`src/design/wsd_pkg.sv`:
```
package wsd_pkg;

  // ----------------------------------------------------------------
  // timing
  // ----------------------------------------------------------------
  localparam int CLK_PERIOD_NS = 40;
  localparam int BIT_MIN_NS = 36000;
  localparam int BIT_MAX_NS = 64000;
  // least time rounds up, longest time rounds down
  localparam int BIT_MIN_CYC = (BIT_MIN_NS + CLK_PERIOD_NS - 1) /
                               CLK_PERIOD_NS;
  localparam int BIT_MAX_CYC = BIT_MAX_NS / CLK_PERIOD_NS;
  // boundary edges land at most half a slow bit after a centre
  localparam int CENTRE_MIN_CYC = BIT_MAX_CYC / 2 + 1;
  localparam int FRAME_GAP_CYC = 2 * BIT_MAX_CYC;
  localparam int TMR_W = 12;
  localparam int OD_DELAY_NS = 1000;
  localparam int OD_DELAY_CYC = OD_DELAY_NS / CLK_PERIOD_NS;
  localparam int OD_HOLD_NS = 100000;
  localparam int OD_HOLD_CYC = OD_HOLD_NS / CLK_PERIOD_NS;
  localparam int STILL_NS = 100000000;
  localparam int STILL_CYC = STILL_NS / CLK_PERIOD_NS;

  // ----------------------------------------------------------------
  // register map
  // ----------------------------------------------------------------
  localparam logic [7:0] REG_COUNT = 8'h04;
  localparam logic [7:0] REG_OD_FAULT = 8'h05;
  localparam logic [7:0] REG_CNT_FLAGS = 8'h06;
  localparam logic [7:0] REG_NEW_FRAME = 8'h07;
  localparam logic [7:0] REG_STANDSTILL = 8'h08;
  localparam logic [7:0] REG_DIAG_BASE = 8'h10;
  localparam int FLD_OVF = 0;
  localparam int FLD_CONFLICT = 1;
  localparam logic [7:0] COUNT_RESET = 8'h00;
  localparam logic [7:0] COUNT_MAX = 8'hFF;
  localparam logic [7:0] RDATA_RESET = 8'h00;
  localparam logic SENSOR_INTELLIGENT = 1'b0;

  // ----------------------------------------------------------------
  // carriers
  // ----------------------------------------------------------------
  typedef struct packed {
    logic over;
    logic high;
    logic diag;
    logic under;
  } wsd_class_t;

  typedef struct packed {
    logic [15:0] cmp;
    logic gate;
    logic clr;
    logic [1:0] od_short;
    logic [1:0] od_oc;
  } wsd_pins_t;

endpackage

```
`src/design/wsd_core.sv`:
```
`timescale 1ns/1ps
module wsd_core
  import wsd_pkg::*;
#(
  parameter int STILL_COUNT = STILL_CYC,
  parameter int NCH = 4
) (
  input wire logic mclk_i,
  input wire logic rst_n_i,
  input wire logic [15:0] cmp_i,
  input wire logic count_gate_pin_i,
  input wire logic count_clear_pin_i,
  input wire logic [1:0] od_short_i,
  input wire logic [1:0] od_oc_i,
  input wire logic sensor_type_i,
  input wire logic diag_en_i,
  input wire logic [1:0] counter_input_select_i,
  input wire logic [1:0] od_enable_i,
  input wire logic reg_rd_i,
  input wire logic [7:0] reg_addr_i,
  output logic [7:0] reg_rdata_o,
  output logic [NCH-1:0] speed_pulse_out_o,
  output logic [1:0] speed_open_drain_out_o,
  output logic [1:0] speed_open_drain_oe_o,
  output logic [NCH-1:0] overcurrent_o,
  output logic [NCH-1:0] undercurrent_o
);

  localparam int SW = $clog2(STILL_COUNT + 1);

  // ----------------------------------------------------------------
  // input synchronisers
  // ----------------------------------------------------------------
  wsd_pins_t pins_w;
  wsd_pins_t sync1_r;
  wsd_pins_t sync2_r;

  assign pins_w = '{cmp: cmp_i, gate: count_gate_pin_i,
                    clr: count_clear_pin_i, od_short: od_short_i,
                    od_oc: od_oc_i};

  always_ff @(posedge mclk_i or negedge rst_n_i) begin
    if (!rst_n_i) begin
      sync1_r <= '0;
      sync2_r <= '0;
    end else begin
      sync1_r <= pins_w;
      sync2_r <= sync1_r;
    end
  end

  wire active_w = sensor_type_i != SENSOR_INTELLIGENT;
  wire rd_fault_w = reg_rd_i && (reg_addr_i == REG_OD_FAULT);
  wire rd_cflag_w = reg_rd_i && (reg_addr_i == REG_CNT_FLAGS);
  wire rd_new_w = reg_rd_i && (reg_addr_i == REG_NEW_FRAME);
  wire rd_still_w = reg_rd_i && (reg_addr_i == REG_STANDSTILL);

  // ----------------------------------------------------------------
  // per-channel classification and diagnostics
  // ----------------------------------------------------------------
  wsd_class_t cls_w [NCH];
  logic [NCH-1:0] pulse_r;
  logic [NCH-1:0] over_r;
  logic [NCH-1:0] under_r;
  logic [NCH-1:0] new_frame_flag_r;
  logic [NCH-1:0] standstill_flag_r;
  logic [8:0] diag_word_bits_w [NCH];
  logic [3:0] valid_bit_tally_w [NCH];

  for (genvar g = 0; g < NCH; g++) begin : g_ch
    wire [3:0] lv_w = sync2_r.cmp[4*g +: 4];
    logic frame_w;
    logic prev_pulse_r;
    logic [SW-1:0] still_r;
    wire still_hit_w = still_r == SW'(STILL_COUNT);

    assign cls_w[g].over = active_w ? lv_w[2] : lv_w[3];
    assign cls_w[g].high = active_w ? (lv_w[1] && !lv_w[2])
                                    : (lv_w[2] && !lv_w[3]);
    assign cls_w[g].diag = !active_w && lv_w[1] && !lv_w[2];
    assign cls_w[g].under = !lv_w[0];

    always_ff @(posedge mclk_i or negedge rst_n_i) begin
      if (!rst_n_i) begin
        pulse_r[g] <= 1'b0;
        over_r[g] <= 1'b0;
        under_r[g] <= 1'b0;
        prev_pulse_r <= 1'b0;
        still_r <= '0;
        new_frame_flag_r[g] <= 1'b0;
        standstill_flag_r[g] <= 1'b0;
      end else begin
        pulse_r[g] <= active_w ? lv_w[1] : lv_w[2];
        over_r[g] <= cls_w[g].over;
        under_r[g] <= cls_w[g].under;
        prev_pulse_r <= pulse_r[g];
        // idle time since the last speed edge
        if (pulse_r[g] != prev_pulse_r) begin
          still_r <= '0;
        end else if (!still_hit_w) begin
          still_r <= still_r + SW'(1);
        end
        new_frame_flag_r[g] <= frame_w ||
                               (new_frame_flag_r[g] && !rd_new_w);
        standstill_flag_r[g] <= (frame_w && still_hit_w) ||
                                (standstill_flag_r[g] && !rd_still_w);
      end
    end

    wsd_manchester u_dec (
      .mclk_i(mclk_i),
      .rst_n_i(rst_n_i),
      .en_i(diag_en_i && !active_w),
      .level_i(cls_w[g].diag),
      .word_o(diag_word_bits_w[g]),
      .tally_o(valid_bit_tally_w[g]),
      .frame_o(frame_w)
    );
  end

  assign speed_pulse_out_o = pulse_r;
  assign overcurrent_o = over_r;
  assign undercurrent_o = under_r;

  // ----------------------------------------------------------------
  // open-drain speed outputs
  // ----------------------------------------------------------------
  logic [1:0] od_short_flag_r;
  logic [1:0] od_overcurrent_flag_r;
  logic [1:0] od_oe_r;

  for (genvar j = 0; j < 2; j++) begin : g_od
    logic [OD_DELAY_CYC-1:0] dly_r;
    logic [TMR_W-1:0] hold_r;
    logic off_r;
    wire oc_w = sync2_r.od_oc[j];
    wire hold_done_w = hold_r == TMR_W'(OD_HOLD_CYC);

    always_ff @(posedge mclk_i or negedge rst_n_i) begin
      if (!rst_n_i) begin
        dly_r <= '0;
        hold_r <= '0;
        off_r <= 1'b0;
        od_oe_r[j] <= 1'b0;
        od_short_flag_r[j] <= 1'b0;
        od_overcurrent_flag_r[j] <= 1'b0;
      end else begin
        // fixed delay, pull low on high
        dly_r <= {dly_r[OD_DELAY_CYC-2:0], pulse_r[j]};
        od_oe_r[j] <= dly_r[OD_DELAY_CYC-1] && od_enable_i[j] && !off_r;
        if (!oc_w) begin
          hold_r <= '0;
        end else if (!hold_done_w) begin
          hold_r <= hold_r + TMR_W'(1);
        end
        // enable bit untouched; only a write of 0 re-arms
        if (!od_enable_i[j]) begin
          off_r <= 1'b0;
        end else if (oc_w && hold_done_w) begin
          off_r <= 1'b1;
        end
        // sticky until read with cause gone
        od_short_flag_r[j] <= sync2_r.od_short[j] ||
                              (od_short_flag_r[j] && !rd_fault_w);
        od_overcurrent_flag_r[j] <= oc_w ||
                              (od_overcurrent_flag_r[j] && !rd_fault_w);
      end
    end
  end

  // open drain only ever drives low
  assign speed_open_drain_out_o = 2'b00;
  assign speed_open_drain_oe_o = od_oe_r;

  // ----------------------------------------------------------------
  // edge counter
  // ----------------------------------------------------------------
  logic [7:0] count_r;
  logic [7:0] count_nxt;
  logic sel_prev_r;
  logic count_overflow_flag_r;
  logic count_conflict_flag_r;
  logic sel_pulse_w;

  // bit 0 picks the upper pair
  always_comb begin
    unique case (counter_input_select_i)
      2'b00: sel_pulse_w = pulse_r[0];
      2'b10: sel_pulse_w = pulse_r[1];
      2'b01: sel_pulse_w = pulse_r[2];
      2'b11: sel_pulse_w = pulse_r[3];
    endcase
  end

  // a select change can itself create one spurious edge
  wire sel_edge_w = sel_pulse_w != sel_prev_r;
  wire at_max_w = count_r == COUNT_MAX;
  wire conflict_w = sync2_r.gate && sync2_r.clr;

  always_comb begin
    count_nxt = count_r;
    if (sync2_r.clr) begin
      count_nxt = COUNT_RESET;
    end else if (sync2_r.gate && sel_edge_w && !at_max_w) begin
      count_nxt = count_r + 8'h01;
    end
  end

  always_ff @(posedge mclk_i or negedge rst_n_i) begin
    if (!rst_n_i) begin
      count_r <= COUNT_RESET;
      sel_prev_r <= 1'b0;
      count_overflow_flag_r <= 1'b0;
      count_conflict_flag_r <= 1'b0;
    end else begin
      count_r <= count_nxt;
      sel_prev_r <= sel_pulse_w;
      // overflow and conflict, clear on read once gone
      count_overflow_flag_r <= at_max_w ||
                               (count_overflow_flag_r && !rd_cflag_w);
      count_conflict_flag_r <= conflict_w ||
                               (count_conflict_flag_r && !rd_cflag_w);
    end
  end

  // ----------------------------------------------------------------
  // read port
  // ----------------------------------------------------------------
  logic [7:0] rdata_r;
  logic [7:0] rdata_nxt;
  wire diag_hit_w = reg_addr_i[7:3] == REG_DIAG_BASE[7:3];
  wire [1:0] diag_ch_w = reg_addr_i[2:1];

  always_comb begin
    rdata_nxt = 8'h00;
    if (diag_hit_w) begin
      rdata_nxt = reg_addr_i[0] ?
        {valid_bit_tally_w[diag_ch_w], 3'b000,
         diag_word_bits_w[diag_ch_w][8]} :
        diag_word_bits_w[diag_ch_w][7:0];
    end else begin
      unique case (reg_addr_i)
        REG_COUNT: rdata_nxt = count_r;
        REG_OD_FAULT: rdata_nxt = {4'h0, od_overcurrent_flag_r[1],
                                   od_short_flag_r[1],
                                   od_overcurrent_flag_r[0],
                                   od_short_flag_r[0]};
        REG_CNT_FLAGS: begin
          rdata_nxt[FLD_OVF] = count_overflow_flag_r;
          rdata_nxt[FLD_CONFLICT] = count_conflict_flag_r;
        end
        REG_NEW_FRAME: rdata_nxt = {4'h0, new_frame_flag_r};
        REG_STANDSTILL: rdata_nxt = {4'h0, standstill_flag_r};
        default: rdata_nxt = 8'h00;
      endcase
    end
  end

  always_ff @(posedge mclk_i or negedge rst_n_i) begin
    if (!rst_n_i) begin
      rdata_r <= RDATA_RESET;
    end else if (reg_rd_i) begin
      rdata_r <= rdata_nxt;
    end
  end

  assign reg_rdata_o = rdata_r;

endmodule

```
`src/design/wsd_manchester.sv`:
```
`timescale 1ns/1ps
module wsd_manchester
  import wsd_pkg::*;
(
  input wire logic mclk_i,
  input wire logic rst_n_i,
  input wire logic en_i,
  input wire logic level_i,
  output logic [8:0] word_o,
  output logic [3:0] tally_o,
  output logic frame_o
);

  typedef enum logic {DEC_IDLE, DEC_RUN} wsd_dec_t;

  wsd_dec_t state_r;
  logic prev_r;
  logic [TMR_W-1:0] timer_r;
  logic [8:0] bits_r;
  logic [3:0] idx_r;
  logic [3:0] tally_r;
  logic [8:0] word_r;
  logic frame_r;

  wire edge_w = level_i != prev_r;
  // boundary edges stay below this, even at the slowest legal bit
  wire accept_w = edge_w && (timer_r >= TMR_W'(CENTRE_MIN_CYC));
  wire valid_w = (timer_r >= TMR_W'(BIT_MIN_CYC)) &&
                 (timer_r <= TMR_W'(BIT_MAX_CYC));
  wire timeout_w = timer_r > TMR_W'(FRAME_GAP_CYC);
  wire tmr_sat_w = &timer_r;

  always_ff @(posedge mclk_i or negedge rst_n_i) begin
    if (!rst_n_i) begin
      state_r <= DEC_IDLE;
      prev_r <= 1'b0;
      timer_r <= '0;
      bits_r <= '0;
      idx_r <= 4'h0;
      tally_r <= 4'h0;
      word_r <= '0;
      frame_r <= 1'b0;
    end else begin
      prev_r <= level_i;
      frame_r <= 1'b0;
      if (edge_w && (state_r == DEC_IDLE || accept_w)) begin
        timer_r <= '0;
      end else if (!tmr_sat_w) begin
        timer_r <= timer_r + TMR_W'(1);
      end
      if (!en_i) begin
        state_r <= DEC_IDLE;
      end else begin
        unique case (state_r)
          DEC_IDLE: begin
            // frame start seen
            // only a rise leaves idle: the fall after a final one is no frame
            if (edge_w && level_i) begin
              state_r <= DEC_RUN;
              idx_r <= 4'h0;
              tally_r <= 4'h0;
              frame_r <= 1'b1;
            end
          end
          DEC_RUN: begin
            if (timeout_w) begin
              state_r <= DEC_IDLE;
            end else if (accept_w) begin
              bits_r <= {bits_r[7:0], level_i};
              idx_r <= idx_r + 4'h1;
              if (valid_w) begin
                tally_r <= tally_r + 4'h1;
              end
              if (idx_r == 4'h8) begin
                word_r <= {bits_r[7:0], level_i};
                state_r <= DEC_IDLE;
              end
            end
          end
        endcase
      end
    end
  end

  assign word_o = word_r;
  assign tally_o = tally_r;
  assign frame_o = frame_r;

endmodule

```
`config.mk`:
```
export PLATFORM = sky130hd
export DESIGN_NAME = wsd_core
export DESIGN_NICKNAME = d
export VERILOG_FILES = /design/src/design/wsd_pkg.sv /design/src/design/wsd_core.sv /design/src/design/wsd_manchester.sv
export SDC_FILE = /design/constraint.sdc
export NUM_CORES = 1
export LEC_CHECK = 0
export BUFFER_PORTS_ARGS = -buffer_cell sky130_fd_sc_hd__buf_4
export CAP_MARGIN = 40
export CORE_MARGIN = 2
export CORE_UTILIZATION = 65
export CTS_BUF_LIST = sky130_fd_sc_hd__clkbuf_2 sky130_fd_sc_hd__clkbuf_4 sky130_fd_sc_hd__clkbuf_8
export CTS_CLUSTER_SIZE = 28
export DETAILED_ROUTE_END_ITERATION = 8
export PLACE_DENSITY = 0.8
export SYNTH_ARGS = -nofsm -noshare
export SYNTH_HDL_FRONTEND = slang
export SYNTH_HIERARCHICAL = 1
export SYNTH_SLANG_ARGS = --single-unit
```
`constraint.sdc`:
```
create_clock -name mclk_i -period 2.95 [get_ports mclk_i]
set_clock_uncertainty 0.2 [all_clocks]
set_input_delay 0.4425 -clock mclk_i [delete_from_list [all_inputs] [get_ports mclk_i]]
set_output_delay 0.4425 -clock mclk_i [all_outputs]
set_load 0.02 [all_outputs]
```
==> results of run 1 <==
[per-stage QoR]
step	instances	power [µW]	setup slack, ns	instance area, µm²	utilization
after global routing	2262	13600	0.147	21800	0.755
after floorplan	1703	7300	0.328	19100	-
after detailed placement	2110	7820	0.114	20000	0.695
after global placement	2110	7740	0.225	20000	0.695
after CTS	2261	13100	0.319	21800	0.754
final	2262	13000	0.219	21800	0.755
[cells in the mapped netlist (27+ instances only)]
cell type  instances  area (µm²)
nand2_1           76         285
nor2_1           157         589
ha_1              45         563
a21oi_1           58         290
o21ai_0           43         215
mux2_2            86         968
nand4_1           31         194
a31oi_1           34         213
xnor2_1           56         490
inv_1             75         282
nand3_1          109         546
buf_2             27         135
dfrtp_1          415       10400
xor2_1            31         272
nor3_1            46         230
[power breakdown]
part	switching [µW]	total [µW]	leakage (µW)	internal, µW
logic	740	1320	0.00337	583
clock network	2320	5210	0.000771	2890
registers	437	6460	0.00540	6020
total	3490	13000	0.00954	9500
[placed cells by master (no fill, tap or decap), types with 6 or more instances in the layout]
cell           count
nand2b_1          14
dfrtp_1          415
nor4_4             8
nand3_1          109
xnor2_1           56
buf_4             83
a21oi_1           58
nor3_1            46
and4_1            12
and2_1            16
o311ai_0           8
nor4_1            26
o21ai_0           43
nand2_1           76
clkbuf_4          17
o31ai_1           25
a41o_1             6
xor2_1            31
o21a_1             6
nand4_1           31
o211ai_1          24
dlygate4sd3_1     29
ha_1              45
or4_1             26
mux4_2            15
nor3b_1           10
a21o_1             9
or3_1             14
clkbuf_8          83
nand3b_1          12
nor4b_1            9
inv_1             75
nor2_1           157
a31oi_1           34
mux2_2            86
mux2i_1           12
and3_1            23
clkinv_2          14
nor2b_1           20
[worst min path at each step]
stage | endpoint | start | cells past startpoint
after floorplan | count_conflict_flag_r | rst_n_i | 0
after global placement | g_od[1].dly_r[5] | g_od[1].dly_r[4] | 0
after detailed placement | g_od[0].dly_r[10] | g_od[0].dly_r[9] | 0
after CTS | sel_prev_r | counter_input_select_i[1] | 2
after global routing | sel_prev_r | counter_input_select_i[1] | 2
final | speed_pulse_out_o[1] | sensor_type_i | 2
[repair_timing]
| item | in CTS | in global routing |
|---|---|---|
| resized for setup | 0 | 0 |
| hold buffers | 29 | 0 |
| endpoints found under the hold margin | 99 | 0 |
[flip-flops by register name (all words and copies together) (netlist names), 8 cells and up]
name	count
g_ch.u_dec/tally_o	16
g_ch.u_dec/idx_r	16
g_ch.u_dec/timer_r	48
g_ch.u_dec/bits_r	32
g_ch.still_r	88
g_od.hold_r	24
sync1_r	22
reg_rdata_o	8
count_r	8
g_ch.lv_w	16
g_od.dly_r	50
g_ch.u_dec/word_o	36
[worst max-delay path: cells and delay by family]
kind                   cells  cell delay [ns]
buffers and inverters      3             1.25
AO/OA/AOI/OAI              1             0.15
AND/OR/NAND/NOR            3             1.20
[routing by layer]
| layer | share of wire | vias to the layer above | global-route usage | routed length [µm] |
|---|---|---|---|---|
| met2 | 0.48 | 381 | 0.437 | 19400 |
| met4 | 0.018 | 0 | 0.0740 | 709 |
| li1 | - | 6406 | - | - |
| met1 | 0.44 | 6887 | 0.377 | 17700 |
| met5 | 0 | - | 0 | 0 |
| met3 | 0.055 | 72 | 0.0504 | 2210 |
[kinds of logic (layout without fill, tap and decap cells)]
group           count (synthesis)  in the layout  share of synthesized area
flops                         415            415                      0.543
simple gates                  643            643                      0.187
other cells                     1              2                   0.000196
compound gates                256            256                     0.0945
fa+ha+maj                      45             45                     0.0294
mux                           113            113                     0.0745
xor+xnor                       87             87                     0.0398
buf+inv                       142            317                     0.0316
[layout make-up]
type / instances / area [µm²] / share of cell area
Sequential cell: 415 / 10400 / 0.477
Multi-Input combinational cell: 1146 / 8150 / 0.374
Clock buffer: 100 / 1270 / 0.0583
Timing Repair Buffer: 119 / 1030 / 0.0475
Tap cell: 384 / 480 / 0.0221
Inverter: 76 / 285 / 0.0131
Clock inverter: 22 / 166 / 0.00764
==> flow_metrics.py, run 1 <==
metrics = {
    "status": {
        "status": "complete, no violations",
    },
    "flow_run": {
        "drv_cap": 0,
    },
    "global_routing": {
        "grt_use_total": 0.269,
        "grt_overflow": 0,
        "antenna_found_initial": 1,
        "grt_pass1_wl_um": 67900,
        "grt_max_degree": 74,
        "grt_pass1_vias": 13700,
    },
    "placed_design": {
        "port_buffers": 60,
        "dp_hpwl_um": 26900,
        "gp_congestion": 0.845,
    },
    "power_and_ir_drop": {
        "peakVddDrop_mv": 0.503,
        "p_leak_uw": 0.00954,
        "power_density_mw_per_mm2": 596,
    },
    "setup_path": {
        "regToRegEndpoint": "g_ch[3].u_dec/word_o[4]",
        "cpMostUsedCell": "dlygate4sd3_1",
        "worst_path_max_delay_cell": "nor4_1",
        "reg2reg_from": "g_ch[3].lv_w[2]",
        "r2r_cells": 6,
        "crit_path_start_kind": "input port",
        "critPathArrivalTime_ns": 3.05,
        "setup.worst_path.class": "input port to flip-flop",
        "crit_end": "reg_rdata_o[3]",
        "r2r_setup_slack_ns": 0.35,
        "worstPathCellList": "dlygate4sd3_1 -> buf_4 -> nor4_1 -> and2_1 -> nand3_1 -> a31oi_1 -> dlygate4sd3_1",
        "crit_fanout": 7,
        "crit_start": "reg_addr_i[4]",
        "critPathMaxStageDelay_ns": 0.69,
        "cp.required_ns": 3.27,
        "endpoint_kind": "flip-flop",
    },
    "clocking": {
        "cts_tree": "done",
        "clkTransAtPathRegs_ns": 0.06,
        "cts_buffers": 68,
        "clkSinkCount": 415,
        "clockBufferDepth": 3,
        "htreeDepth": 3,
        "clock_latency_ns": 0.59,
        "cts_root_buffer": "clkbuf_8",
        "post_cts_buffers": 0,
    },
    "yosys": {
        "ys_ff_latch": 415,
        "synthFlopType": "dfrtp_1",
        "synth_area_per_cell_um2": 11.2,
        "yosysUniqueCellTypes": 73,
        "async_flop_share": 1.00,
        "syn-instance-count": 1702,
        "yosysSeqAreaShare": 0.543,
        "synth_warnings": 6,
        "syn-cell-area_mm2": 0.0191,
        "synth_edf_count": 0,
    },
    "layout": {
        "layout.nets": 1910,
        "area_growth_pct": 13.8,
        "fillers": 1921,
        "drive_gt1_frac": 0.189,
        "antenna_cells": 0,
    },
    "sta": {
        "finalMaxSlewViolations": 0,
        "hold_viol_final": 0,
        "min_period_over_period": 0.926,
        "setup_tns_ns": 0,
        "hold-worst-slack_ns": 0.0631,
        "min_period_ns": 2.73,
        "finalSetupViolations": 0,
        "fmax_ghz": 0.366,
        "max-slew-margin-rel": 0.457,
        "worstMarginPinSlew_ns": 0.808,
        "rsz0062_at_grt": "false",
    },
    "floorplan": {
        "design.die.area_mm2": 0.0308,
        "die_w_um": 176,
        "fp-row-count": 62,
        "core_region_area_mm2": 0.0289,
        "ios": 63,
        "die_y_um": 176,
        "initial_core_util": 0.663,
    },
    "drt": {
        "drcViolationCount": 0,
        "ant_nets": 0,
        "wl_um": 40000,
        "num_vias": 13700,
        "via_per_inst": 6.08,
        "drtIter0Drc": 1040,
        "drt_first_pass_iters": 7,
        "avgRoutedWirePerCell_um": 17.7,
    },
    "worst_hold_path": {
        "holdCritPathClass": "input port to flip-flop",
    },
}
(Power assumes the default switching activity.)
==> run 2, diff against run 1 <==
--- a/config.mk
+++ b/config.mk
@@ -8,12 +8,12 @@
 export BUFFER_PORTS_ARGS = -buffer_cell sky130_fd_sc_hd__buf_4
 export CAP_MARGIN = 40
 export CORE_MARGIN = 2
-export CORE_UTILIZATION = 65
+export CORE_UTILIZATION = 64
 export CTS_BUF_LIST = sky130_fd_sc_hd__clkbuf_2 sky130_fd_sc_hd__clkbuf_4 sky130_fd_sc_hd__clkbuf_8
 export CTS_CLUSTER_SIZE = 28
 export DETAILED_ROUTE_END_ITERATION = 8
-export PLACE_DENSITY = 0.8
+export HOLD_SLACK_MARGIN = 0.03
+export PLACE_DENSITY = 0.79
 export SYNTH_ARGS = -nofsm -noshare
 export SYNTH_HDL_FRONTEND = slang
-export SYNTH_HIERARCHICAL = 1
 export SYNTH_SLANG_ARGS = --single-unit
==> constraint.sdc (replaced) <==
create_clock -name mclk_i -period 2.8 [get_ports mclk_i]
set_clock_uncertainty 0.2 [all_clocks]
set_input_delay 0.42 -clock mclk_i [delete_from_list [all_inputs] [get_ports mclk_i]]
set_output_delay 0.42 -clock mclk_i [all_outputs]
set_load 0.02 [all_outputs]
==> run 2 against run 1 <==
Via count is 6.5% lower; total power increased by 2.9%; die area is 1.5% lower; critical path depth grew 2; non-clock buffer count up 27; sequential share of layout area is 0.74 points higher; area after synthesis decreased by 3.0%; hold slack worse by 0.0079 ns; first-iteration DRC count decreased by 9.0%.
==> flow_metrics.py, run 2 <==
metrics = {
    "drt": {
        "num_vias": 12900,
        "drt_first_pass_iters": 5,
        "drtIter0Drc": 946,
        "wl_um": 37400,
        "avgRoutedWirePerCell_um": 16.7,
        "ant_nets": 0,
        "drcViolationCount": 0,
        "via_per_inst": 5.73,
    },
    "sta": {
        "finalMaxSlewViolations": 0,
        "max-slew-margin-rel": 0.522,
        "rsz0062_at_grt": "true",
        "hold_viol_final": 0,
        "hold-worst-slack_ns": 0.0552,
        "finalSetupViolations": 0,
        "min_period_over_period": 0.977,
        "min_period_ns": 2.73,
        "worstMarginPinSlew_ns": 0.715,
        "fmax_ghz": 0.366,
    },
    "setup_path": {
        "cp.required_ns": 3.05,
        "crit_fanout": 9,
        "crit_path_start_kind": "flip-flop",
        "endpoint_kind": "flip-flop",
        "setup.worst_path.class": "flip-flop to flip-flop",
        "critPathArrivalTime_ns": 2.99,
    },
    "clocking": {
        "cts_buffers": 68,
        "clkSinkCount": 415,
        "clkTransAtPathRegs_ns": 0.06,
        "htreeDepth": 3,
        "cts_root_buffer": "clkbuf_8",
        "cts_tree": "done",
        "clockBufferDepth": 3,
        "clock_latency_ns": 0.59,
    },
    "floorplan": {
        "die_w_um": 174,
        "ios": 63,
        "die_y_um": 174,
        "fp-row-count": 62,
        "initial_core_util": 0.649,
        "core_region_area_mm2": 0.0286,
        "design.die.area_mm2": 0.0304,
    },
    "layout": {
        "largest-register": "g_ch.still_r",
        "antenna_cells": 0,
        "final_util": 0.749,
        "top_regs": "g_ch.still_r: 88 flops, g_od.dly_r: 50 flops, g_ch.u_dec.timer_r: 48 flops",
        "final_common_cell": "dfrtp_1",
        "final_cell_mix": "dfrtp_1, nor2_1, nand2_1, buf_4, nand3_1",
        "drive_gt1_frac": 0.191,
        "layout.nets": 1900,
        "area_growth_pct": 15.5,
        "largest_register_ffs": 88,
    },
    "status": {
        "status": "complete, no violations",
    },
    "yosys": {
        "yosysUniqueCellTypes": 87,
        "yosysSeqAreaShare": 0.559,
        "synth_common_cells": "dfrtp_1, nor2_1, nand2_1, nand3_1, xor2_1",
        "syn-cell-area_mm2": 0.0186,
        "synth_area_per_cell_um2": 11.2,
        "yosysMostFrequentCell": "dfrtp_1",
        "synth_warnings": 0,
        "async_flop_share": 1.00,
        "synth_edf_count": 0,
        "ys_ff_latch": 415,
        "synth_top_area_share": 0.559,
        "synth_area_leaders": "dfrtp_1, mux2_2, nor2_1, xor2_1, ha_1",
        "syn-instance-count": 1656,
        "synth_top_cell_by_area": "dfrtp_1",
        "synthFlopType": "dfrtp_1",
    },
    "flow_run": {
        "drv_cap": 0,
    },
    "global_routing": {
        "grt_pass1_vias": 13200,
        "grt_use_total": 0.257,
        "grt_pass1_wl_um": 64100,
        "grt_overflow": 0,
        "antenna_found_initial": 0,
        "grt_max_degree": 77,
    },
    "power_and_ir_drop": {
        "power_density_mw_per_mm2": 623,
        "peakVddDrop_mv": 0.407,
        "p_leak_uw": 0.00977,
        "p_total_uw": 13400,
    },
    "placed_design": {
        "dp_hpwl_um": 24800,
        "gp_congestion": 0.871,
        "port_buffers": 60,
    },
    "worst_hold_path": {
        "holdCritPathClass": "input port to flip-flop",
    },
}
==> run 2: area by class of cell <==
cell class	count	area, µm²
inverters	58	218
fillers	1828	7180
multi-input cells	1127	7710
repair buffers	146	1240
clock inverters	9	126
clock buffers	105	1290
flip-flops and latches	415	10400
well taps	384	480
==> run 2: worst paths after layout <==
kind / startpoint / endpoint / slack, ns / cells past startpoint
worst min register to register: sync1_r[15] / g_ch[2].lv_w[1] / 0.15 / 0
worst max register to register: g_ch[1].lv_w[2] / g_ch[1].u_dec.word_o[0] / 0.07 / 9
worst max-delay path: g_ch[1].lv_w[2] / g_ch[1].u_dec.word_o[0] / 0.07 / 9
max in group asynchronous: rst_n_i / sync1_r[13] / 1.37 / 3
min in group asynchronous: rst_n_i / g_od[1].dly_r[22] / 0.22 / 2
worst min-delay path: counter_input_select_i[0] / sel_prev_r / 0.06 / 2
==> run 2: per-layer routing <==
layer / track usage / routed length [µm] / part of all wire
met5: 0 / 0 / 0
met4: 0.0903 / 1180 / 0.031
met3: 0.0427 / 1480 / 0.039
met2: 0.420 / 18300 / 0.49
met1: 0.352 / 16500 / 0.44
==> run 2: power by group <==
part | total, µW | switching [µW] | internal (µW)
logic | 1290 | 747 | 539
clock network | 5450 | 2330 | 3120
registers | 6630 | 323 | 6300
==> run 2: what timing repair did <==
action	CTS	global route
setup buffers	0	2
pin swaps	0	8
endpoints found under the hold margin	96	0
setup endpoints to repair	9	42
hold buffers	28	0
gates resized for setup	1	4
==> run 2: cell families after synthesis <==
logic type | after synthesis | share of synthesized area
xor+xnor | 140 | 0.0661
other cells | 1 | 0.000202
simple gates | 674 | 0.187
fa+ha+maj | 45 | 0.0303
mux | 100 | 0.0682
flops | 415 | 0.559
compound gates | 166 | 0.0617
buf+inv | 115 | 0.0270
==> run 2: critical path, cell delays in order, from the launching register on <==
cell and delay (ns):
dfrtp_1 0.39, nor3b_2 0.26, ha_1 0.31, nand4b_1 0.20
a211o_1 0.34, a21oi_4 0.17, nand2_2 0.10, nor3_4 0.15
buf_12 0.16, mux2_2 0.33
==> run 2: per-stage QoR <==
stage / cell area (µm²) / setup TNS, ns / setup WS, ns / cells
finish: 21400 / 0 / 0.0652 / 2244
global route: 21400 / -0.628 / -0.0821 / 2244
CTS: 21400 / 0 / 0.00156 / 2242
detailed placement: 19700 / -2.34 / -0.153 / 2100
global placement: 19700 / -1.02 / -0.0636 / 2100
floorplan: 18600 / 0 / 0.00712 / 1657
==> run 3, diff against run 2 <==
--- a/config.mk
+++ b/config.mk
@@ -7,6 +7,7 @@
 export LEC_CHECK = 0
 export BUFFER_PORTS_ARGS = -buffer_cell sky130_fd_sc_hd__buf_4
 export CAP_MARGIN = 40
+export CORE_ASPECT_RATIO = 1.5
 export CORE_MARGIN = 2
 export CORE_UTILIZATION = 64
 export CTS_BUF_LIST = sky130_fd_sc_hd__clkbuf_2 sky130_fd_sc_hd__clkbuf_4 sky130_fd_sc_hd__clkbuf_8
==> run 3 against run 2 <==
Final cell count rose by 0.13%; clock-buffer cell count fell by 19; critical path depth did not move; global-route usage barely moved; highest routed layer unchanged; maximum frequency rose by 1.8%; die area barely moved; clock power fell by 1%; cell area rose by 0.17%; largest cell class unchanged; sequential cell count did not move.
==> flow_metrics.py, run 3 (synthesis gave the netlist of run 2 again) <==
metrics = {
    "worst_hold_path": {
        "holdCritPathClass": "input port to flip-flop",
    },
    "sta": {
        "max-slew-margin-rel": 0.572,
        "setup_tns_ns": 0,
        "finalSetupViolations": 0,
        "rsz0062_at_grt": "true",
        "fmax_ghz": 0.372,
        "worstMarginPinSlew_ns": 0.640,
        "min_period_over_period": 0.960,
        "finalMaxSlewViolations": 0,
        "hold_viol_final": 0,
        "worst_slack_ns": 0.113,
        "min_period_ns": 2.69,
    },
    "clocking": {
        "htreeDepth": 2,
        "clkSinkCount": 415,
        "cts_root_buffer": "clkbuf_8",
        "cts_buffers": 59,
        "cts_tree": "done",
        "clockBufferDepth": 3,
        "clock_latency_ns": 0.63,
        "clkTransAtPathRegs_ns": 0.06,
    },
    "setup_path": {
        "setup.worst_path.class": "flip-flop to flip-flop",
        "crit_path_start_kind": "flip-flop",
        "worstPathCellList": "nor3b_4 -> ha_4 -> nand4b_1 -> a211o_1 -> a21oi_4 -> nand2_2 -> nor3_4 -> buf_12 -> mux2_2",
        "cp.required_ns": 3.10,
        "crit_fanout": 9,
        "critPathArrivalTime_ns": 2.98,
        "r2r_setup_slack_ns": 0.11,
        "critPathTopFamily": "simple AND/OR/NAND/NOR gates",
        "endpoint_kind": "flip-flop",
        "worst_path_max_delay_cell": "dfrtp_1",
        "cp.buffers_inverters": 1,
        "critPathMaxStageDelay_ns": 0.40,
    },
    "layout": {
        "area_growth_pct": 15.7,
        "multi_input_area_mm2": 0.00773,
        "final_common_cell": "dfrtp_1",
        "largest_register_ffs": 88,
        "ff_latch_area_mm2": 0.0104,
        "layout.nets": 1893,
        "top_regs": "g_ch.still_r: 88 flops, g_od.dly_r: 50 flops, g_ch.u_dec.timer_r: 48 flops",
        "final_area_mm2": 0.0215,
        "fillers": 1907,
        "antenna_cells": 0,
        "drive_gt1_frac": 0.191,
        "final_cell_mix": "dfrtp_1, nor2_1, nand2_1, buf_4, nand3_1",
        "largest-register": "g_ch.still_r",
    },
    "global_routing": {
        "grt_overflow": 0,
        "grt_pass1_wl_um": 63200,
        "grt_use_total": 0.256,
        "grt_pass1_vias": 13300,
        "antenna_found_initial": 0,
        "grt_max_degree": 70,
    },
    "power_and_ir_drop": {
        "p_leak_uw": 0.00977,
        "peakVddDrop_mv": 0.463,
        "swShare": 0.253,
        "p_sw_uw": 3370,
        "power_density_mw_per_mm2": 620,
        "combPwrFrac": 0.098,
        "p_seq_frac": 0.498,
        "clockPowerShare": 0.404,
        "p_total_uw": 13300,
        "internal-power_uw": 9940,
    },
    "placed_design": {
        "dp_hpwl_um": 25300,
        "port_buffers": 60,
        "place_ws_ns": -0.170,
        "dpl_cell_area_mm2": 0.0197,
        "gp_congestion": 0.860,
    },
    "floorplan": {
        "die_w_um": 143,
        "fp-row-count": 76,
        "core_region_area_mm2": 0.0286,
        "design.die.area_mm2": 0.0304,
        "die_y_um": 213,
        "ios": 63,
        "initial_core_util": 0.649,
    },
    "drt": {
        "avgRoutedWirePerCell_um": 16.5,
        "ant_nets": 0,
        "drcViolationCount": 0,
        "num_vias": 12800,
        "drt_first_pass_iters": 5,
        "drtIter0Drc": 694,
        "via_per_inst": 5.68,
        "wl_um": 37000,
    },
    "status": {
        "status": "complete, no violations",
    },
    "flow_run": {
        "drv_cap": 0,
    },
}
==> run 3: worst reg2reg max path, stage by stage, from the launching register on <==
cell      delay (ns)
dfrtp_1         0.40
nor3b_4         0.28
ha_4            0.25
nand4b_1        0.16
a211o_1         0.34
a21oi_4         0.18
nand2_2         0.10
nor3_4          0.15
buf_12          0.15
mux2_2          0.33
==> run 3: cell type report <==
cell class / instances / area share
sequential: 415 / 0.484
multi-input combinational: 1127 / 0.360
timing repair buffer: 148 / 0.0590
clock buffer: 86 / 0.0531
tap: 390 / 0.0227
clock inverter: 23 / 0.0115
inverter: 58 / 0.0101
==> run 3: repair_timing <==
item / CTS / global route
buffers inserted: 0 / 1
gates resized for setup: 1 / 9
gates cloned: 0 / 0
pin swaps: 0 / 5
hold buffers: 29 / 0
endpoints found under the setup margin: 9 / 42
endpoints found under the hold margin: 315 / 0
==> run 3: per-stage QoR <==
stage,util,cells,hold WS [ns]
4_1_cts,0.749,2246,0.0565
6_report,0.750,2247,0.0957
2_1_floorplan,-,1657,-0.0756
3_3_place_gp,0.690,2108,0.131
3_5_place_dp,0.690,2108,0.135
5_1_grt,0.750,2247,0.0966
==> run 3: path summary, 6_finish.rpt <==
path,cells after the start,start,end
hold reg to reg,0,sync1_r[18],g_ch[3].lv_w[0]
hold / removal,3,reg_addr_i[0],reg_rdata_o[6]
min in group asynchronous,2,rst_n_i,g_od[0].hold_r[11]
setup / recovery,9,g_ch[1].lv_w[2],g_ch[1].u_dec.word_o[3]
setup reg to reg,9,g_ch[1].lv_w[2],g_ch[1].u_dec.word_o[3]
max in group asynchronous,3,rst_n_i,g_ch[1].still_r[19]
==> run 3: power by group through the flow <==
stage                     clock (µW)  combinational, µW  sequential, µW
after floorplan                    0                804            6640
after global placement             0               1200            6710
after detailed placement           0               1260            6730
after CTS                       5520               1300            6620
after global routing            5770               1480            6670
final                           5380               1300            6630
==> run 3: per-layer routing <==
layer	global-route usage	vias up	part of all wire	wire length, µm
met5	0	-	0	0
met4	0.108	0	0.037	1380
met3	0.0471	86	0.042	1540
met2	0.455	261	0.53	19700
met1	0.305	6334	0.39	14400
li1	-	6083	-	-
